### config.mk
export PLATFORM = sky130hd
export DESIGN_NAME = csp_standard_pwm
export DESIGN_NICKNAME = d
export VERILOG_FILES = /design/src/inc/csp_pkg.sv /design/src/rtl/csp_timebase.sv /design/src/rtl/csp_standard_pwm.sv
export VERILOG_INCLUDE_DIRS = /design/src /design/src/inc
export SDC_FILE = /design/constraint.sdc
export NUM_CORES = 1
export LEC_CHECK = 0
export BUFFER_PORTS_ARGS = -buffer_cell sky130_fd_sc_hd__buf_2
export CAP_MARGIN = 25
export CORE_ASPECT_RATIO = 1.75
export CORE_MARGIN = 10
export CORE_UTILIZATION = 40
export CTS_BUF_LIST = sky130_fd_sc_hd__clkbuf_4 sky130_fd_sc_hd__clkbuf_8
export CTS_CLUSTER_SIZE = 14
export DETAILED_ROUTE_END_ITERATION = 8
export GPL_ROUTABILITY_DRIVEN = 1
export HOLD_SLACK_MARGIN = 0.06
export RECOVER_POWER = 50
export SYNTH_ARGS = -nofsm -noshare
export SYNTH_HDL_FRONTEND = slang
export SYNTH_SLANG_ARGS = --single-unit
export TNS_END_PERCENT = 50
### constraint.sdc
create_clock -name clk -period 8 [get_ports clk]
set_input_delay 0.8 -clock clk [delete_from_list [all_inputs] [get_ports clk]]
set_output_delay 0.8 -clock clk [all_outputs]
set_load 0.01 [all_outputs]
### src/inc/csp_consts.svh
// Purpose: Constants of the standard PWM unit: field positions, reset values, counts.
// Assumes: One system clock; the period timer advances once per four prescaled clocks.
// Notes:   Included by its bare name; definitions only.
`ifndef CSP_CONSTS_SVH
`define CSP_CONSTS_SVH

// ============================================================
// Unit control byte
`define CSP_CTRL_EN_BIT        7
`define CSP_CTRL_OUT_BIT       5
`define CSP_CTRL_ALIGN_BIT     4
`define CSP_CTRL_MODE_MSB      3
`define CSP_CTRL_MODE_LSB      0
`define CSP_CTRL_WR_MASK       8'h9f
`define CSP_CTRL_RST           8'h00
`define CSP_MODE_PWM_TOP       2'h3

// ============================================================
// Timer control byte
`define CSP_TCTRL_RUN_BIT      7
`define CSP_TCTRL_PS_MSB       6
`define CSP_TCTRL_PS_LSB       4
`define CSP_TCTRL_POST_MSB     3
`define CSP_TCTRL_POST_LSB     0
`define CSP_TCTRL_RST          8'h00

// ============================================================
// Other reset values
`define CSP_DUTY_RST           8'h00
`define CSP_PERIOD_RST         8'hff
`define CSP_COUNT_RST          8'h00
`define CSP_PIN_DIR_RST        1'b1
`define CSP_OPEN_DRAIN_RST     1'b0

// ============================================================
// Timing: system clocks per period timer step at 1:1 prescale
`define CSP_CLK_PERIOD_NS      10
`define CSP_CLKS_PER_STEP      4
`define CSP_PHASE_LAST         2'h3

`endif

### src/inc/csp_pkg.sv
// Purpose: Types shared by the standard PWM unit.
// Assumes: Nothing beyond the constants header.
// Notes:   Operating mode is decoded once from the control byte.
package csp_pkg;

  // ============================================================
  // Operating modes
  typedef enum logic [1:0] {
    CSP_MODE_OFF,
    CSP_MODE_PWM,
    CSP_MODE_OTHER
  } csp_mode_type;

  // ============================================================
  // Duty alignment
  typedef enum logic {
    CSP_ALIGN_RIGHT,
    CSP_ALIGN_LEFT
  } csp_align_type;

endpackage : csp_pkg

### src/rtl/csp_timebase.sv
// Purpose: Prescaler, 8-bit period counter and postscaler forming the 10-bit time base.
// Assumes: Period counter steps once per four prescaled system clocks.
// Notes:   Low two time base bits count prescaled clocks; at 1:1 they are the clock phase.
`timescale 1ns/1ns
`include "csp_consts.svh"

module csp_timebase
  import csp_pkg::*;
#(
  parameter int PS_SEL_WIDTH   = 3,
  parameter int POST_SEL_WIDTH = 4
) (
  // Clock and reset
  input  wire logic                      clk,
  input  wire logic                      sys_rst,
  // Control
  input  wire logic                      sleepReq,
  input  wire logic                      runBit,
  input  wire logic [PS_SEL_WIDTH-1:0]   prescaleSel,
  input  wire logic [POST_SEL_WIDTH-1:0] postscaleSel,
  input  wire logic [7:0]                periodLimit,
  // Counter write
  input  wire logic                      countWrEn,
  input  wire logic [7:0]                countWrData,
  // Time base
  output logic      [9:0]                timeBase,
  output logic      [7:0]                timerCount,
  output logic                           periodMatch,
  output logic                           postscaleEvent
);

  localparam int PS_CNT_WIDTH = (1 << PS_SEL_WIDTH) - 1;

  if (PS_SEL_WIDTH < 1 || PS_SEL_WIDTH > 4) begin : gChkPs
    $error("csp_timebase: PS_SEL_WIDTH must be 1 to 4");
  end
  if (POST_SEL_WIDTH < 1 || POST_SEL_WIDTH > 8) begin : gChkPost
    $error("csp_timebase: POST_SEL_WIDTH must be 1 to 8");
  end

  logic [PS_CNT_WIDTH-1:0]   psCnt_q,   psCnt_d;
  logic [1:0]                phase_q,   phase_d;
  logic [7:0]                count_q,   count_d;
  logic [POST_SEL_WIDTH-1:0] postCnt_q, postCnt_d;
  logic [PS_CNT_WIDTH-1:0]   psLast;
  logic                      phaseTick;
  logic                      stepTick;

  // ============================================================
  // Next state
  always_comb begin
    psLast    = PS_CNT_WIDTH'((1 << prescaleSel) - 1);
    psCnt_d   = psCnt_q;
    phase_d   = phase_q;
    count_d   = count_q;
    postCnt_d = postCnt_q;
    phaseTick = 1'b0;
    stepTick  = 1'b0;
    periodMatch    = 1'b0;
    postscaleEvent = 1'b0;
    if (countWrEn) begin
      count_d = countWrData;
      psCnt_d = '0;
      phase_d = '0;
    end else if (runBit && !sleepReq) begin
      phaseTick = (psCnt_q >= psLast);
      stepTick  = phaseTick && (phase_q == `CSP_PHASE_LAST);
      psCnt_d   = phaseTick ? '0 : psCnt_q + 1'b1;
      if (phaseTick) begin
        phase_d = phase_q + 2'h1;
      end
      if (stepTick) begin
        if (count_q == periodLimit) begin
          count_d     = '0;
          periodMatch = 1'b1;
          // Postscaler paces only the rollover flag
          if (postCnt_q >= postscaleSel) begin
            postCnt_d      = '0;
            postscaleEvent = 1'b1;
          end else begin
            postCnt_d = postCnt_q + 1'b1;
          end
        end else begin
          count_d = count_q + 8'h01;
        end
      end
    end
  end

  // ============================================================
  // Registers
  always_ff @(posedge clk) begin
    if (sys_rst) begin
      psCnt_q   <= '0;
      phase_q   <= '0;
      count_q   <= `CSP_COUNT_RST;
      postCnt_q <= '0;
    end else begin
      psCnt_q   <= psCnt_d;
      phase_q   <= phase_d;
      count_q   <= count_d;
      postCnt_q <= postCnt_d;
    end
  end

  // Next time base: the pin falls on the very edge where the count reaches the duty
  assign timeBase   = {count_d, phase_d};
  assign timerCount = count_q;

endmodule : csp_timebase

### src/rtl/csp_standard_pwm.sv
// Purpose: Standard 10-bit PWM mode of a capture/compare/PWM unit, driving one pin.
// Assumes: Software follows the setup order and clocks the timer at system clock / 4.
// Notes:   Capture and compare modes are not built; in those modes the output stays low.
`timescale 1ns/1ns
`include "csp_consts.svh"

module csp_standard_pwm
  import csp_pkg::*;
#(
  parameter int PS_SEL_WIDTH   = 3,
  parameter int POST_SEL_WIDTH = 4
) (
  // Clock and reset
  input  wire logic       clk,
  input  wire logic       sys_rst,
  // Power state
  input  wire logic       sleepReq,
  // Register writes: one data byte, one strobe per register
  input  wire logic [7:0] wrData,
  input  wire logic       unitControlWr,
  input  wire logic       dutyLowWr,
  input  wire logic       dutyHighWr,
  input  wire logic       periodLimitWr,
  input  wire logic       timerControlWr,
  input  wire logic       timerCountWr,
  input  wire logic       pinDirectionWr,
  input  wire logic       openDrainWr,
  input  wire logic       rolloverFlagClr,
  // Register readback
  output logic      [7:0] unitControlRd,
  output logic      [15:0] dutyValueRd,
  output logic      [7:0] periodLimitRd,
  output logic      [7:0] timerControlRd,
  output logic      [7:0] timerCountRd,
  output logic            pinDirectionRd,
  output logic            openDrainRd,
  output logic            timerRolloverFlag,
  // Status
  output logic      [3:0] resolutionBits,
  output logic            pwmActive,
  // Output pin
  output logic            pwmOutputPin,
  output logic            pwmOutputPinOe
);

  if (PS_SEL_WIDTH < 1 || PS_SEL_WIDTH > 3) begin : gChkPs
    $error("csp_standard_pwm: PS_SEL_WIDTH must be 1 to 3");
  end
  if (POST_SEL_WIDTH < 1 || POST_SEL_WIDTH > 4) begin : gChkPost
    $error("csp_standard_pwm: POST_SEL_WIDTH must be 1 to 4");
  end

  // ============================================================
  // Helpers

  // Extract the 10-bit duty from the two bytes for the chosen alignment
  function automatic logic [9:0] alignDuty(input logic [7:0] hi,
                                           input logic [7:0] lo,
                                           input csp_align_type align);
    logic [9:0] val;
    val = '0;
    if (align == CSP_ALIGN_LEFT) begin
      val = {hi, lo[7:6]};
    end else begin
      val = {hi[1:0], lo};
    end
    return val;
  endfunction : alignDuty

  // Bits needed to number 4 * (limit + 1) steps
  function automatic logic [3:0] stepsLog2(input logic [7:0] limit);
    logic [9:0] steps;
    logic [3:0] bits;
    steps = {limit, 2'h3};
    bits  = 4'h0;
    for (int i = 0; i < 10; i++) begin
      if (steps[i]) begin
        bits = 4'(i + 1);
      end
    end
    return bits;
  endfunction : stepsLog2

  // Decode operating mode from the control byte
  function automatic csp_mode_type decodeMode(input logic [7:0] ctrl);
    csp_mode_type m;
    m = CSP_MODE_OFF;
    if (!ctrl[`CSP_CTRL_EN_BIT]) begin
      m = CSP_MODE_OFF;
    end else if (ctrl[`CSP_CTRL_MODE_MSB -: 2] == `CSP_MODE_PWM_TOP) begin
      m = CSP_MODE_PWM;
    end else begin
      m = CSP_MODE_OTHER;
    end
    return m;
  endfunction : decodeMode

  // ============================================================
  // Software-written registers
  logic [7:0] ctrl_q,       ctrl_d;
  logic [7:0] dutyHigh_q,   dutyHigh_d;
  logic [7:0] dutyLow_q,    dutyLow_d;
  logic [7:0] period_q,     period_d;
  logic [7:0] tctrl_q,      tctrl_d;
  logic       pinDir_q,     pinDir_d;
  logic       openDrain_q,  openDrain_d;

  always_comb begin
    ctrl_d      = ctrl_q;
    dutyHigh_d  = dutyHigh_q;
    dutyLow_d   = dutyLow_q;
    period_d    = period_q;
    tctrl_d     = tctrl_q;
    pinDir_d    = pinDir_q;
    openDrain_d = openDrain_q;
    if (unitControlWr) begin
      ctrl_d = wrData & `CSP_CTRL_WR_MASK;
    end
    // Duty bytes are taken at any time
    if (dutyHighWr) begin
      dutyHigh_d = wrData;
    end
    if (dutyLowWr) begin
      dutyLow_d = wrData;
    end
    if (periodLimitWr) begin
      period_d = wrData;
    end
    if (timerControlWr) begin
      tctrl_d = wrData;
    end
    if (pinDirectionWr) begin
      pinDir_d = wrData[0];
    end
    if (openDrainWr) begin
      openDrain_d = wrData[0];
    end
  end

  always_ff @(posedge clk) begin
    if (sys_rst) begin
      ctrl_q      <= `CSP_CTRL_RST;
      dutyHigh_q  <= `CSP_DUTY_RST;
      dutyLow_q   <= `CSP_DUTY_RST;
      period_q    <= `CSP_PERIOD_RST;
      tctrl_q     <= `CSP_TCTRL_RST;
      pinDir_q    <= `CSP_PIN_DIR_RST;
      openDrain_q <= `CSP_OPEN_DRAIN_RST;
    end else begin
      ctrl_q      <= ctrl_d;
      dutyHigh_q  <= dutyHigh_d;
      dutyLow_q   <= dutyLow_d;
      period_q    <= period_d;
      tctrl_q     <= tctrl_d;
      pinDir_q    <= pinDir_d;
      openDrain_q <= openDrain_d;
    end
  end

  // ============================================================
  // Period timer
  logic [9:0]                timeBase;
  logic [7:0]                timerCount;
  logic                      periodMatch;
  logic                      postscaleEvent;
  logic [PS_SEL_WIDTH-1:0]   prescaleSel;
  logic [POST_SEL_WIDTH-1:0] postscaleSel;

  assign prescaleSel  = tctrl_q[`CSP_TCTRL_PS_LSB +: PS_SEL_WIDTH];
  assign postscaleSel = tctrl_q[`CSP_TCTRL_POST_LSB +: POST_SEL_WIDTH];

  csp_timebase #(
    .PS_SEL_WIDTH   (PS_SEL_WIDTH),
    .POST_SEL_WIDTH (POST_SEL_WIDTH)
  ) uTimebase (
    .clk            (clk),
    .sys_rst        (sys_rst),
    .sleepReq       (sleepReq),
    .runBit         (tctrl_q[`CSP_TCTRL_RUN_BIT]),
    .prescaleSel    (prescaleSel),
    .postscaleSel   (postscaleSel),
    .periodLimit    (period_q),
    .countWrEn      (timerCountWr),
    .countWrData    (wrData),
    .timeBase       (timeBase),
    .timerCount     (timerCount),
    .periodMatch    (periodMatch),
    .postscaleEvent (postscaleEvent)
  );

  // ============================================================
  // Rollover flag: a new event wins over a clear in the same cycle
  logic flag_q, flag_d;

  always_comb begin
    flag_d = flag_q;
    if (rolloverFlagClr) begin
      flag_d = 1'b0;
    end
    if (postscaleEvent) begin
      flag_d = 1'b1;
    end
  end

  always_ff @(posedge clk) begin
    if (sys_rst) begin
      flag_q <= 1'b0;
    end else begin
      flag_q <= flag_d;
    end
  end

  // ============================================================
  // Duty shadow, comparator and output latch
  csp_mode_type  mode;
  csp_align_type align;
  logic [9:0]    dutyNow;
  logic [9:0]    shadow_q, shadow_d;
  logic          out_q,    out_d;

  assign mode    = decodeMode(ctrl_q);
  assign align   = csp_align_type'(ctrl_q[`CSP_CTRL_ALIGN_BIT]);
  assign dutyNow = alignDuty(dutyHigh_q, dutyLow_q, align);

  always_comb begin
    shadow_d = shadow_q;
    out_d    = out_q;
    if (sleepReq) begin
      // Hold everything while asleep
      shadow_d = shadow_q;
      out_d    = out_q;
    end else if (mode != CSP_MODE_PWM) begin
      out_d = 1'b0;
    end else if (periodMatch) begin
      shadow_d = dutyNow;
      out_d    = (dutyNow != 10'h000);
    end else if (timeBase == shadow_q) begin
      // Duty past the period never matches, so the pin stays as it is
      out_d = 1'b0;
    end
  end

  always_ff @(posedge clk) begin
    if (sys_rst) begin
      shadow_q <= '0;
      out_q    <= 1'b0;
    end else begin
      shadow_q <= shadow_d;
      out_q    <= out_d;
    end
  end

  // ============================================================
  // Pin and readback
  // Open drain releases the pin while the waveform is high
  assign pwmOutputPin   = out_q;
  assign pwmOutputPinOe = !pinDir_q && (!openDrain_q || !out_q);

  assign unitControlRd     = {ctrl_q[7:6], out_q, ctrl_q[4:0]};
  assign dutyValueRd       = {dutyHigh_q, dutyLow_q};
  assign periodLimitRd     = period_q;
  assign timerControlRd    = tctrl_q;
  assign timerCountRd      = timerCount;
  assign pinDirectionRd    = pinDir_q;
  assign openDrainRd       = openDrain_q;
  assign timerRolloverFlag = flag_q;
  assign resolutionBits    = stepsLog2(period_q);
  assign pwmActive         = (mode == CSP_MODE_PWM);

endmodule : csp_standard_pwm

==> results of run 1 <==
==> placed cells by master, fill, tap and decap left out, types with 4 or more instances in the layout <==
cell	instances
sky130_fd_sc_hd__buf_2	51
sky130_fd_sc_hd__nand2_1	31
sky130_fd_sc_hd__inv_1	19
sky130_fd_sc_hd__nand4_1	5
sky130_fd_sc_hd__clkbuf_1	26
sky130_fd_sc_hd__clkbuf_8	10
sky130_fd_sc_hd__nor2_1	77
sky130_fd_sc_hd__a21oi_1	19
sky130_fd_sc_hd__a31oi_1	4
sky130_fd_sc_hd__or4_1	5
sky130_fd_sc_hd__xnor2_1	5
sky130_fd_sc_hd__dfxtp_1	73
sky130_fd_sc_hd__nor2b_1	5
sky130_fd_sc_hd__ha_1	16
sky130_fd_sc_hd__mux2i_1	53
sky130_fd_sc_hd__a22oi_1	4
sky130_fd_sc_hd__nand3_1	10
sky130_fd_sc_hd__a211oi_1	13
sky130_fd_sc_hd__o31ai_1	4
sky130_fd_sc_hd__o21ai_0	13
sky130_fd_sc_hd__or3_1	4
sky130_fd_sc_hd__a21o_1	8
sky130_fd_sc_hd__nor3_1	9
sky130_fd_sc_hd__xor2_1	23
==> state kept, by name (all words and copies together) (netlist names) <==
signal,flops
shadow_q,10
dutyHigh_q,8
dutyLow_q,8
periodLimitRd,8
timerControlRd,8
uTimebase.timerCount,8
uTimebase.psCnt_q,7
ctrl_q,6
uTimebase.postCnt_q,4
uTimebase.phase_q,2
openDrainRd,1
pinDirectionRd,1
pwmOutputPin,1
timerRolloverFlag,1
==> metal layers <==
| metal | vias to the layer above | GRT usage, % | part of all wire (%) |
|---|---|---|---|
| li1 | 1830 | - | - |
| met1 | 1755 | 15.77 | 38 |
| met2 | 108 | 30.59 | 53 |
| met3 | 40 | 3.524 | 4.3 |
| met4 | 0 | 10.66 | 4.7 |
| met5 | - | 0 | 0 |
==> final timing paths <==
path / from / end / cells past startpoint
worst max register to register: timerControlRd[4]$_SDFFE_PP0P_ / pwmOutputPin$_SDFFE_PP0P_ / 15
worst max-delay path: timerControlRd[4]$_SDFFE_PP0P_ / pwmOutputPin$_SDFFE_PP0P_ / 15
worst min-delay path: timerRolloverFlag$_SDFFE_PP0P_ / timerRolloverFlag$_SDFFE_PP0P_ / 2
worst min register to register: timerRolloverFlag$_SDFFE_PP0P_ / timerRolloverFlag$_SDFFE_PP0P_ / 2
==> power groups by stage <==
| stage | registers [mW] | clock network [mW] | logic, mW |
|---|---|---|---|
| after CTS | 0.403 | 0.324 | 0.129 |
| final | 0.403 | 0.318 | 0.125 |
| after detailed placement | 0.411 | 0 | 0.128 |
| after global placement | 0.410 | 0 | 0.126 |
| after global routing | 0.406 | 0.336 | 0.140 |
| after floorplan | 0.407 | 0 | 0.0853 |
==> logic make-up after synthesis <==
| group | Yosys count |
|---|---|
| and+or+nand+nor | 172 |
| AOI/OAI and AO/OA | 92 |
| other | 1 |
| buffers and inverters | 57 |
| adders and majority gates | 16 |
| DFF | 73 |
| xor gates and xnor gates | 28 |
| muxes | 54 |
==> cell type report <==
| class | instances | area (um^2) |
|---|---|---|
| well taps | 127 | 158.9 |
| repair buffers | 78 | 360.3 |
| clock buffers | 10 | 137.6 |
| inverters | 19 | 71.32 |
| fillers | 1015 | 5534 |
| flip-flops and latches | 73 | 1461 |
| clock inverters | 3 | 67.56 |
| multi-input cells | 363 | 2447 |
==> metrics by stage <==
stage	util (%)	hold slack (ns)	setup WS, ns	instances
2_1_floorplan	-	0.4698	4.259	493
3_3_place_gp	44.21	0.4652	4.118	659
3_5_place_dp	44.29	0.4812	4.087	660
4_1_cts	46.29	0.5004	4.066	673
5_1_grt	45.95	0.5390	3.663	673
6_report	45.95	0.5036	4.003	673
==> critical path, delay by kind of cell (launching register included) <==
| kind | cells | cell delay [ns] |
|---|---|---|
| and+or+nand+nor | 3 | 0.72 |
| AOI/OAI and AO/OA | 9 | 1.94 |
| xor gates and xnor gates | 1 | 0.17 |
| DFF | 1 | 0.38 |
| adders and majority gates | 2 | 0.60 |
==> impl_results.html, run 1 <==
<table>
<tr><th>Metric</th><th>Value</th></tr>
<tr><th colspan="2">Final layout</th></tr>
<tr><td>Post-layout net count</td><td>between 500 and 600</td></tr>
<tr><td>Fin area</td><td>between 0.004 and 0.005 mm^2</td></tr>
<tr><td>Number of antenna diodes</td><td>0</td></tr>
<tr><td>Fraction of final layout cells with drive strength greater than 1</td><td>a little over an eighth</td></tr>
<tr><td>Syn-to-layout area delta</td><td>13.32%</td></tr>
<tr><th colspan="2">Power and ir drop</th></tr>
<tr><td>Pleak</td><td>about 2 nW</td></tr>
<tr><td>Switching fraction of total power</td><td>between 20% and 30%</td></tr>
<tr><td>Worst-case vdd ir drop</td><td>around 0.12 mV</td></tr>
<tr><td>Total power divided by cell area</td><td>179.9 mW/mm^2</td></tr>
<tr><td>Internal power of the cells</td><td>0.6090 mW</td></tr>
<tr><td>Clock power share</td><td>between 30% and 40%</td></tr>
<tr><td>Overall power</td><td>roughly 0.85 mW</td></tr>
<tr><td>Fraction of power consumed by combinational cells</td><td>between 10% and 20%</td></tr>
<tr><td>Portion of total power attributed to sequential cells</td><td>47.6%</td></tr>
<tr><td>Switching power total</td><td>0.2372 mW</td></tr>
<tr><th colspan="2">Worst setup path</th></tr>
<tr><td>Worst EP arrival</td><td>approximately 4.2 ns</td></tr>
<tr><td>Type of origin of the critical path</td><td>flop</td></tr>
<tr><td>Crit-path max cell delay</td><td>0.42 ns</td></tr>
<tr><td>Critical Path Slowest Stage Cell</td><td>sky130_fd_sc_hd__or3_1</td></tr>
<tr><td>Critical path type</td><td>reg2reg</td></tr>
<tr><td>Kind of end point of the critical path</td><td>flop</td></tr>
<tr><td>Peak fanout along the critical path</td><td>13</td></tr>
<tr><td>Req. time, crit path</td><td>8.16 ns</td></tr>
<tr><td>Cells along the critical path</td><td>or3_1 -&gt; ha_1 -&gt; xor2_1 -&gt; nor2_1 -&gt; a21oi_1 -&gt; ha_1 -&gt; a41o_1 -&gt; a21oi_1 -&gt; o21a_1 -&gt; nor2_1 -&gt; o41ai_1 -&gt; o21bai_1 -&gt; a2111oi_2 -&gt; o2111ai_1 -&gt; o2bb2ai_1</td></tr>
<tr><td>Reg-to-reg setup timing slack</td><td>4.00 ns</td></tr>
<tr><th colspan="2">Place</th></tr>
<tr><td>Total of buffers placed on input and output ports</td><td>between 70 and 80</td></tr>
<tr><td>HPWL after detailed placement</td><td>about 9400 um</td></tr>
<tr><td>Placed standard-cell area</td><td>around 0.0045 mm^2</td></tr>
<tr><td>Final Wtd Congestion</td><td>approximately 0.90</td></tr>
<tr><th colspan="2">Routing</th></tr>
<tr><td>Vias/cell</td><td>5.547</td></tr>
<tr><td>Total DRC errors in the routed layout</td><td>0</td></tr>
<tr><td>1st-iter DRT viols</td><td>~300</td></tr>
<tr><td>Final wirelength</td><td>roughly 12000 um</td></tr>
<tr><td>Antenna violation net count after detailed routing</td><td>0</td></tr>
<tr><td>Routed via count</td><td>around 3700</td></tr>
<tr><td>Number of detailed-route iterations in the first pass</td><td>4</td></tr>
<tr><td>Final routed wire length divided by cell count</td><td>between 15 and 20 um</td></tr>
<tr><th colspan="2">Timing</th></tr>
<tr><td>Least-Margin Pin Slew</td><td>about 2.6 ns</td></tr>
<tr><td>Min Clock Period, post-route</td><td>between 3 and 4 ns</td></tr>
<tr><td>Final Cycle Share</td><td>49.96%</td></tr>
<tr><td>Slew Limit Fails</td><td>56</td></tr>
<tr><td>Slew headroom</td><td>-72.34%</td></tr>
<tr><td>RSZ-0062 raised after global routing</td><td>no</td></tr>
<tr><td>Top achievable clock speed</td><td>approximately 0.25 GHz</td></tr>
<tr><td>Count of endpoints failing setup in the final report</td><td>0</td></tr>
<tr><td>Post-route clock skew</td><td>0.007413 ns</td></tr>
<tr><td>Hold violation total from the final report</td><td>0</td></tr>
<tr><td>Total Negative Setup Slacks</td><td>0 ns</td></tr>
<tr><th colspan="2">Yosys</th></tr>
<tr><td>Flop and latch count out of synthesis</td><td>73</td></tr>
<tr><td>Ys async rst share</td><td>0%</td></tr>
<tr><td>Mux share of post-synthesis cell area</td><td>between 10% and 20%</td></tr>
<tr><td>Library cell with the highest instance count after synthesis</td><td>sky130_fd_sc_hd__nor2_1</td></tr>
<tr><td>Synthesized-area fraction occupied by adder cells</td><td>roughly 4.8%</td></tr>
<tr><td>Compound-gate portion of the synthesized area</td><td>between 10% and 20%</td></tr>
<tr><td>Primary flip-flop cell chosen by synthesis mapping</td><td>sky130_fd_sc_hd__dfxtp_1</td></tr>
<tr><td>Ranking of synthesized cells by instance count</td><td>sky130_fd_sc_hd__nor2_1 (77), sky130_fd_sc_hd__dfxtp_1 (73), sky130_fd_sc_hd__mux2i_1 (53)</td></tr>
<tr><td>Area fraction in and, or, nand and nor cells after synthesis</td><td>between 10% and 20%</td></tr>
<tr><td>Syn_area_per_cell</td><td>8.421 um^2</td></tr>
<tr><td>Synth Cell Area</td><td>roughly 0.0042 mm^2</td></tr>
<tr><td>Combinational family with the most area after synthesis</td><td>simple AND/OR/NAND/NOR gates</td></tr>
<tr><td>Mapped Cells</td><td>around 490</td></tr>
<tr><td>Number of unique standard cell types used by synthesis</td><td>57</td></tr>
<tr><td>Cell taking the most area after synthesis</td><td>sky130_fd_sc_hd__dfxtp_1</td></tr>
<tr><td>Yosys warns</td><td>0</td></tr>
<tr><td>Mapped Nets</td><td>529</td></tr>
<tr><td>EDFF count, synth</td><td>0</td></tr>
<tr><td>Share of synthesized area occupied by flip-flops and latches</td><td>between 30% and 40%</td></tr>
<tr><td>Post-Synth XOR/XNOR Area</td><td>under 10%</td></tr>
<tr><td>Leading cell types by total area after synthesis</td><td>sky130_fd_sc_hd__dfxtp_1 (35%), sky130_fd_sc_hd__mux2i_1 (13%), sky130_fd_sc_hd__nor2_1 (7.0%)</td></tr>
<tr><td>Area share of the leading cell type in the synthesized netlist</td><td>a little over a third</td></tr>
<tr><th colspan="2">Worst hold path</th></tr>
<tr><td>Type of the most critical hold path</td><td>reg2reg</td></tr>
<tr><th colspan="2">CTS</th></tr>
<tr><td>TritonCTS clock tree</td><td>yes</td></tr>
<tr><td>Register clock-pin slew on the reported worst setup and hold paths</td><td>roughly 0.080 ns</td></tr>
<tr><td>CTS Sinks</td><td>73</td></tr>
<tr><td>Max clock buf depth</td><td>2</td></tr>
<tr><td>Clk_lat worst skew</td><td>between 0.3 and 0.4 ns</td></tr>
<tr><td>Number of buffers created by CTS</td><td>9</td></tr>
<tr><td>Clock root buffer</td><td>sky130_fd_sc_hd__clkbuf_8</td></tr>
<tr><td>Cells resized by post-CTS repair</td><td>0</td></tr>
<tr><td>Buffer count from post-CTS setup fixing</td><td>0</td></tr>
<tr><td>CTS H-tree lvls</td><td>3</td></tr>
<tr><td>Hold Buf Count CTS</td><td>0</td></tr>
<tr><th colspan="2">Floorplanning</th></tr>
<tr><td>I/O pin cnt</td><td>78</td></tr>
<tr><td>Starting density of the core</td><td>approximately 41%</td></tr>
<tr><td>Overall die area</td><td>0.01501 mm^2</td></tr>
<tr><td>Chip height</td><td>roughly 150 um</td></tr>
<tr><td>Area of the placeable core</td><td>~0.010 mm^2</td></tr>
<tr><td>Die Width</td><td>97.01 um</td></tr>
<tr><td>Floorplan row count</td><td>around 50</td></tr>
<tr><th colspan="2">Status</th></tr>
<tr><td>Violations in the final reports</td><td>max-capacitance violations, max-slew violations</td></tr>
<tr><td>Outcome</td><td>finished with violations</td></tr>
<tr><th colspan="2">Global route</th></tr>
<tr><td>All-Layer GR Usage</td><td>around 16%</td></tr>
<tr><td>Total overflow reported by the global router</td><td>0</td></tr>
<tr><td>Wire length of the first global-routing pass</td><td>between 15000 and 20000 um</td></tr>
<tr><td>Antenna violations before repair</td><td>0</td></tr>
<tr><td>Maximum number of pins on one net before global-route repair</td><td>56</td></tr>
<tr><td>Vias in the first global route</td><td>a little under 4000</td></tr>
<tr><th colspan="2">Run</th></tr>
<tr><td>Max-cap viol count</td><td>1</td></tr>
</table>
(Power assumes the default switching activity.)
==> run 2: changes to the inputs <==
==> constraint.sdc (replaced) <==
create_clock -name clk -period 3.6 [get_ports clk]
set_input_delay 0.36 -clock clk [delete_from_list [all_inputs] [get_ports clk]]
set_output_delay 0.36 -clock clk [all_outputs]
set_load 0.01 [all_outputs]
==> run 2 against run 1 <==
  * The flow now finishes without violations
  * Routed wire length increased by 7.0%
  * Critical endpoint unchanged
  * Clock power increased by 99%
  * Non-clock buffer count is 17 higher
  * Utilization increased by 2.7 points
  * Sequential share of layout area down 1.7 points
  * Fmax grew 13%
  * Final cell count increased by 3.0%
  * Critical path depth decreased by 1
==> impl_results.html, run 2 (synthesized netlist as in run 1, its figures left out) <==
<table>
<tr><th>Metric</th><th>Value</th></tr>
<tr><th colspan="2">Status</th></tr>
<tr><td>Outcome</td><td>finished clean (was finished with violations)</td></tr>
<tr><th colspan="2">Power and ir drop</th></tr>
<tr><td>Pleak</td><td>2.182 nW (was 1.979 nW)</td></tr>
<tr><td>Worst-case vdd ir drop</td><td>0.2649 mV (was 0.1219 mV)</td></tr>
<tr><td>Total power divided by cell area</td><td>371.8 mW/mm^2 (was 179.9 mW/mm^2)</td></tr>
<tr><th colspan="2">Global route</th></tr>
<tr><td>Antenna violations before repair</td><td>0 (unchanged)</td></tr>
<tr><td>Vias in the first global route</td><td>4044 (was 3884)</td></tr>
<tr><td>Wire length of the first global-routing pass</td><td>21050 um (was 19920 um)</td></tr>
<tr><td>Total overflow reported by the global router</td><td>0 (unchanged)</td></tr>
<tr><td>All-Layer GR Usage</td><td>17.32% (was 16.42%)</td></tr>
<tr><td>Maximum number of pins on one net before global-route repair</td><td>31 (was 56)</td></tr>
<tr><th colspan="2">Worst setup path</th></tr>
<tr><td>Launching point of the worst reg2reg path</td><td>timerControlRd[5]$_SDFFE_PP0P_ (was timerControlRd[4]$_SDFFE_PP0P_)</td></tr>
<tr><td>Req. time, crit path</td><td>3.86 ns (was 8.16 ns)</td></tr>
<tr><td>Critical path type</td><td>reg2reg (unchanged)</td></tr>
<tr><td>Launch point of the critical path</td><td>timerControlRd[5]$_SDFFE_PP0P_ (was timerControlRd[4]$_SDFFE_PP0P_)</td></tr>
<tr><td>Peak fanout along the critical path</td><td>7 (was 13)</td></tr>
<tr><td>Kind of end point of the critical path</td><td>flop (unchanged)</td></tr>
<tr><td>FF-to-FF path depth</td><td>14 (was 15)</td></tr>
<tr><td>Worst EP arrival</td><td>3.79 ns (was 4.16 ns)</td></tr>
<tr><td>Type of origin of the critical path</td><td>flop (unchanged)</td></tr>
<tr><th colspan="2">CTS</th></tr>
<tr><td>CTS Sinks</td><td>73 (unchanged)</td></tr>
<tr><td>Register clock-pin slew on the reported worst setup and hold paths</td><td>0.08 ns (about the same)</td></tr>
<tr><td>TritonCTS clock tree</td><td>yes (unchanged)</td></tr>
<tr><td>Clk_lat worst skew</td><td>0.38 ns (was 0.37 ns)</td></tr>
<tr><td>CTS H-tree lvls</td><td>3 (unchanged)</td></tr>
<tr><td>Max clock buf depth</td><td>2 (unchanged)</td></tr>
<tr><td>Number of buffers created by CTS</td><td>9 (unchanged)</td></tr>
<tr><td>Clock root buffer</td><td>sky130_fd_sc_hd__clkbuf_8 (unchanged)</td></tr>
<tr><th colspan="2">Place</th></tr>
<tr><td>Final Wtd Congestion</td><td>0.9646 (was 0.9011)</td></tr>
<tr><td>Placed Cells incl. Taps</td><td>674 (was 660)</td></tr>
<tr><td>Total of buffers placed on input and output ports</td><td>76 (unchanged)</td></tr>
<tr><td>Worst slack after detailed placement</td><td>-0.08970 ns (was 4.087 ns)</td></tr>
<tr><td>HPWL after detailed placement</td><td>10050 um (was 9363 um)</td></tr>
<tr><th colspan="2">Routing</th></tr>
<tr><td>Number of detailed-route iterations in the first pass</td><td>5 (was 4)</td></tr>
<tr><td>Final routed wire length divided by cell count</td><td>19.07 um (was 18.35 um)</td></tr>
<tr><td>Routed via count</td><td>3889 (was 3733)</td></tr>
<tr><td>1st-iter DRT viols</td><td>301 (unchanged)</td></tr>
<tr><td>Total DRC errors in the routed layout</td><td>0 (unchanged)</td></tr>
<tr><td>Antenna violation net count after detailed routing</td><td>0 (unchanged)</td></tr>
<tr><td>Vias/cell</td><td>5.612 (was 5.547)</td></tr>
<tr><td>Final wirelength</td><td>13220 um (was 12350 um)</td></tr>
<tr><th colspan="2">Timing</th></tr>
<tr><td>Total Negative Setup Slacks</td><td>0 ns (unchanged)</td></tr>
<tr><td>Slew headroom</td><td>48.11% (was -72.34%)</td></tr>
<tr><td>Final Cycle Share</td><td>98.15% (was 49.96%)</td></tr>
<tr><td>Least-Margin Pin Slew</td><td>0.7773 ns (was 2.585 ns)</td></tr>
<tr><td>Slew Limit Fails</td><td>0 (was 56)</td></tr>
<tr><td>Min Clock Period, post-route</td><td>3.534 ns (was 3.997 ns)</td></tr>
<tr><td>Post-route worst setup slack</td><td>0.06642 ns (was 4.003 ns)</td></tr>
<tr><td>Worst hold-check slack</td><td>0.2258 ns (was 0.5036 ns)</td></tr>
<tr><td>Hold violation total from the final report</td><td>0 (unchanged)</td></tr>
<tr><td>Count of endpoints failing setup in the final report</td><td>0 (unchanged)</td></tr>
<tr><td>Post-route clock skew</td><td>0.009364 ns (was 0.007413 ns)</td></tr>
<tr><td>RSZ-0062 raised after global routing</td><td>yes (was no)</td></tr>
<tr><td>Top achievable clock speed</td><td>0.2830 GHz (was 0.2502 GHz)</td></tr>
<tr><th colspan="2">Final layout</th></tr>
<tr><td>Non-Filler Instances</td><td>693 (was 673)</td></tr>
<tr><td>Most frequent cells in the layout</td><td>sky130_fd_sc_hd__nor2_1 (76), sky130_fd_sc_hd__buf_2 (76), sky130_fd_sc_hd__dfxtp_1 (71), sky130_fd_sc_hd__mux2i_1 (53), sky130_fd_sc_hd__nand2_1 (30) (was sky130_fd_sc_hd__nor2_1 (77), sky130_fd_sc_hd__dfxtp_1 (73), sky130_fd_sc_hd__mux2i_1 (53), sky130_fd_sc_hd__buf_2 (51), sky130_fd_sc_hd__nand2_1 (31))</td></tr>
<tr><td>Syn-to-layout area delta</td><td>19.98% (was 13.32%)</td></tr>
<tr><td>Fraction of final layout cells with drive strength greater than 1</td><td>24.38% (was 13.74%)</td></tr>
<tr><td>Number of antenna diodes</td><td>0 (unchanged)</td></tr>
<tr><td>Max FFs per register</td><td>10 (unchanged)</td></tr>
<tr><td>Post-layout net count</td><td>597 (was 580)</td></tr>
<tr><td>Register with the highest flop count</td><td>shadow_q (unchanged)</td></tr>
<tr><th colspan="2">Floorplanning</th></tr>
<tr><td>Floorplan row count</td><td>49 (unchanged)</td></tr>
<tr><td>Starting density of the core</td><td>40.55% (unchanged)</td></tr>
<tr><td>Area of the placeable core</td><td>0.01024 mm^2 (unchanged)</td></tr>
<tr><td>I/O pin cnt</td><td>78 (unchanged)</td></tr>
<tr><td>Chip height</td><td>154.8 um (unchanged)</td></tr>
<tr><td>Die Width</td><td>97.01 um (unchanged)</td></tr>
<tr><td>Overall die area</td><td>0.01501 mm^2 (unchanged)</td></tr>
<tr><th colspan="2">Worst hold path</th></tr>
<tr><td>Depth of the worst hold-timing path</td><td>3 (was 2)</td></tr>
<tr><td>HP Start</td><td>pinDirectionWr (was timerRolloverFlag$_SDFFE_PP0P_)</td></tr>
<tr><td>Type of the most critical hold path</td><td>in2reg (was reg2reg)</td></tr>
<tr><th colspan="2">Run</th></tr>
<tr><td>Max-cap viol count</td><td>0 (was 1)</td></tr>
</table>
## run 2: cell count changes in the layout (fill, tap and decap cells not counted), sizes merged
cell and delta:
clkbuf -25, bufinv -2, inv +2, buf +43, clkinv +1, clkinvlp +1
## run 2: through the flow
| step | total power [mW] | util [%] | area (um^2) |
|---|---|---|---|
| detailed placement | 1.218 | 45.69 | 4678 |
| CTS | 1.846 | 47.62 | 4876 |
| finish | 1.852 | 48.65 | 4981 |
| global placement | 1.212 | 45.69 | 4678 |
| global route | 1.928 | 48.65 | 4981 |
| floorplan | 1.104 | - | 4200 |
## run 2: final timing paths
path              slack, ns                          end
hold reg to reg        0.50       ctrl_q[0]$_SDFFE_PP0P_
setup / recovery       0.07    pwmOutputPin$_SDFFE_PP0P_
hold / removal         0.23  pinDirectionRd$_SDFFE_PP1P_
setup reg to reg       0.07    pwmOutputPin$_SDFFE_PP0P_
## run 2: worst max-delay path: stages, from the launching register on
cell,delay (ns)
sky130_fd_sc_hd__dfxtp_2,0.34
sky130_fd_sc_hd__or3_4,0.38
sky130_fd_sc_hd__ha_4,0.19
sky130_fd_sc_hd__nor3_1,0.16
sky130_fd_sc_hd__a21o_1,0.10
sky130_fd_sc_hd__a21oi_1,0.06
sky130_fd_sc_hd__ha_1,0.29
sky130_fd_sc_hd__nand4_1,0.15
sky130_fd_sc_hd__o21a_4,0.29
sky130_fd_sc_hd__or4_4,0.54
sky130_fd_sc_hd__nand3_1,0.11
sky130_fd_sc_hd__o21ai_0,0.15
sky130_fd_sc_hd__a2111oi_4,0.35
sky130_fd_sc_hd__o2111ai_2,0.16
sky130_fd_sc_hd__o2bb2ai_1,0.14
## run 2: cell type report
| cell class | count | area, um^2 |
|---|---|---|
| inverter | 19 | 71.32 |
| sequential | 73 | 1464 |
| clock buffer | 11 | 151.4 |
| multi-input combinational | 363 | 2562 |
| tap | 127 | 158.9 |
| clock inverter | 5 | 37.54 |
| fill | 1037 | 5258 |
| timing repair buffer | 95 | 535.5 |
## run 2: timing repair
action	in CTS	in global routing
pin swaps	1	6
buffers inserted	0	3
hold endpoints to repair	0	0
gates resized for setup	2	14
hold buffers	0	0
endpoints found under the setup margin	1	10
## run 2: power by group
group	total [mW]	switching, mW	internal (mW)
Sequential	0.889	0.0486	0.841
Combinational	0.331	0.187	0.144
Clock	0.632	0.340	0.291
Total	1.85	0.576	1.28
## run 2: routing by layer
metal  up-vias  wire [um]  track usage, %
met1      1872       4969           17.17
li1       1860          -               -
met2       122       7231           32.74
met4         0        502           9.527
met5         -          0               0
met3        35        513           3.211
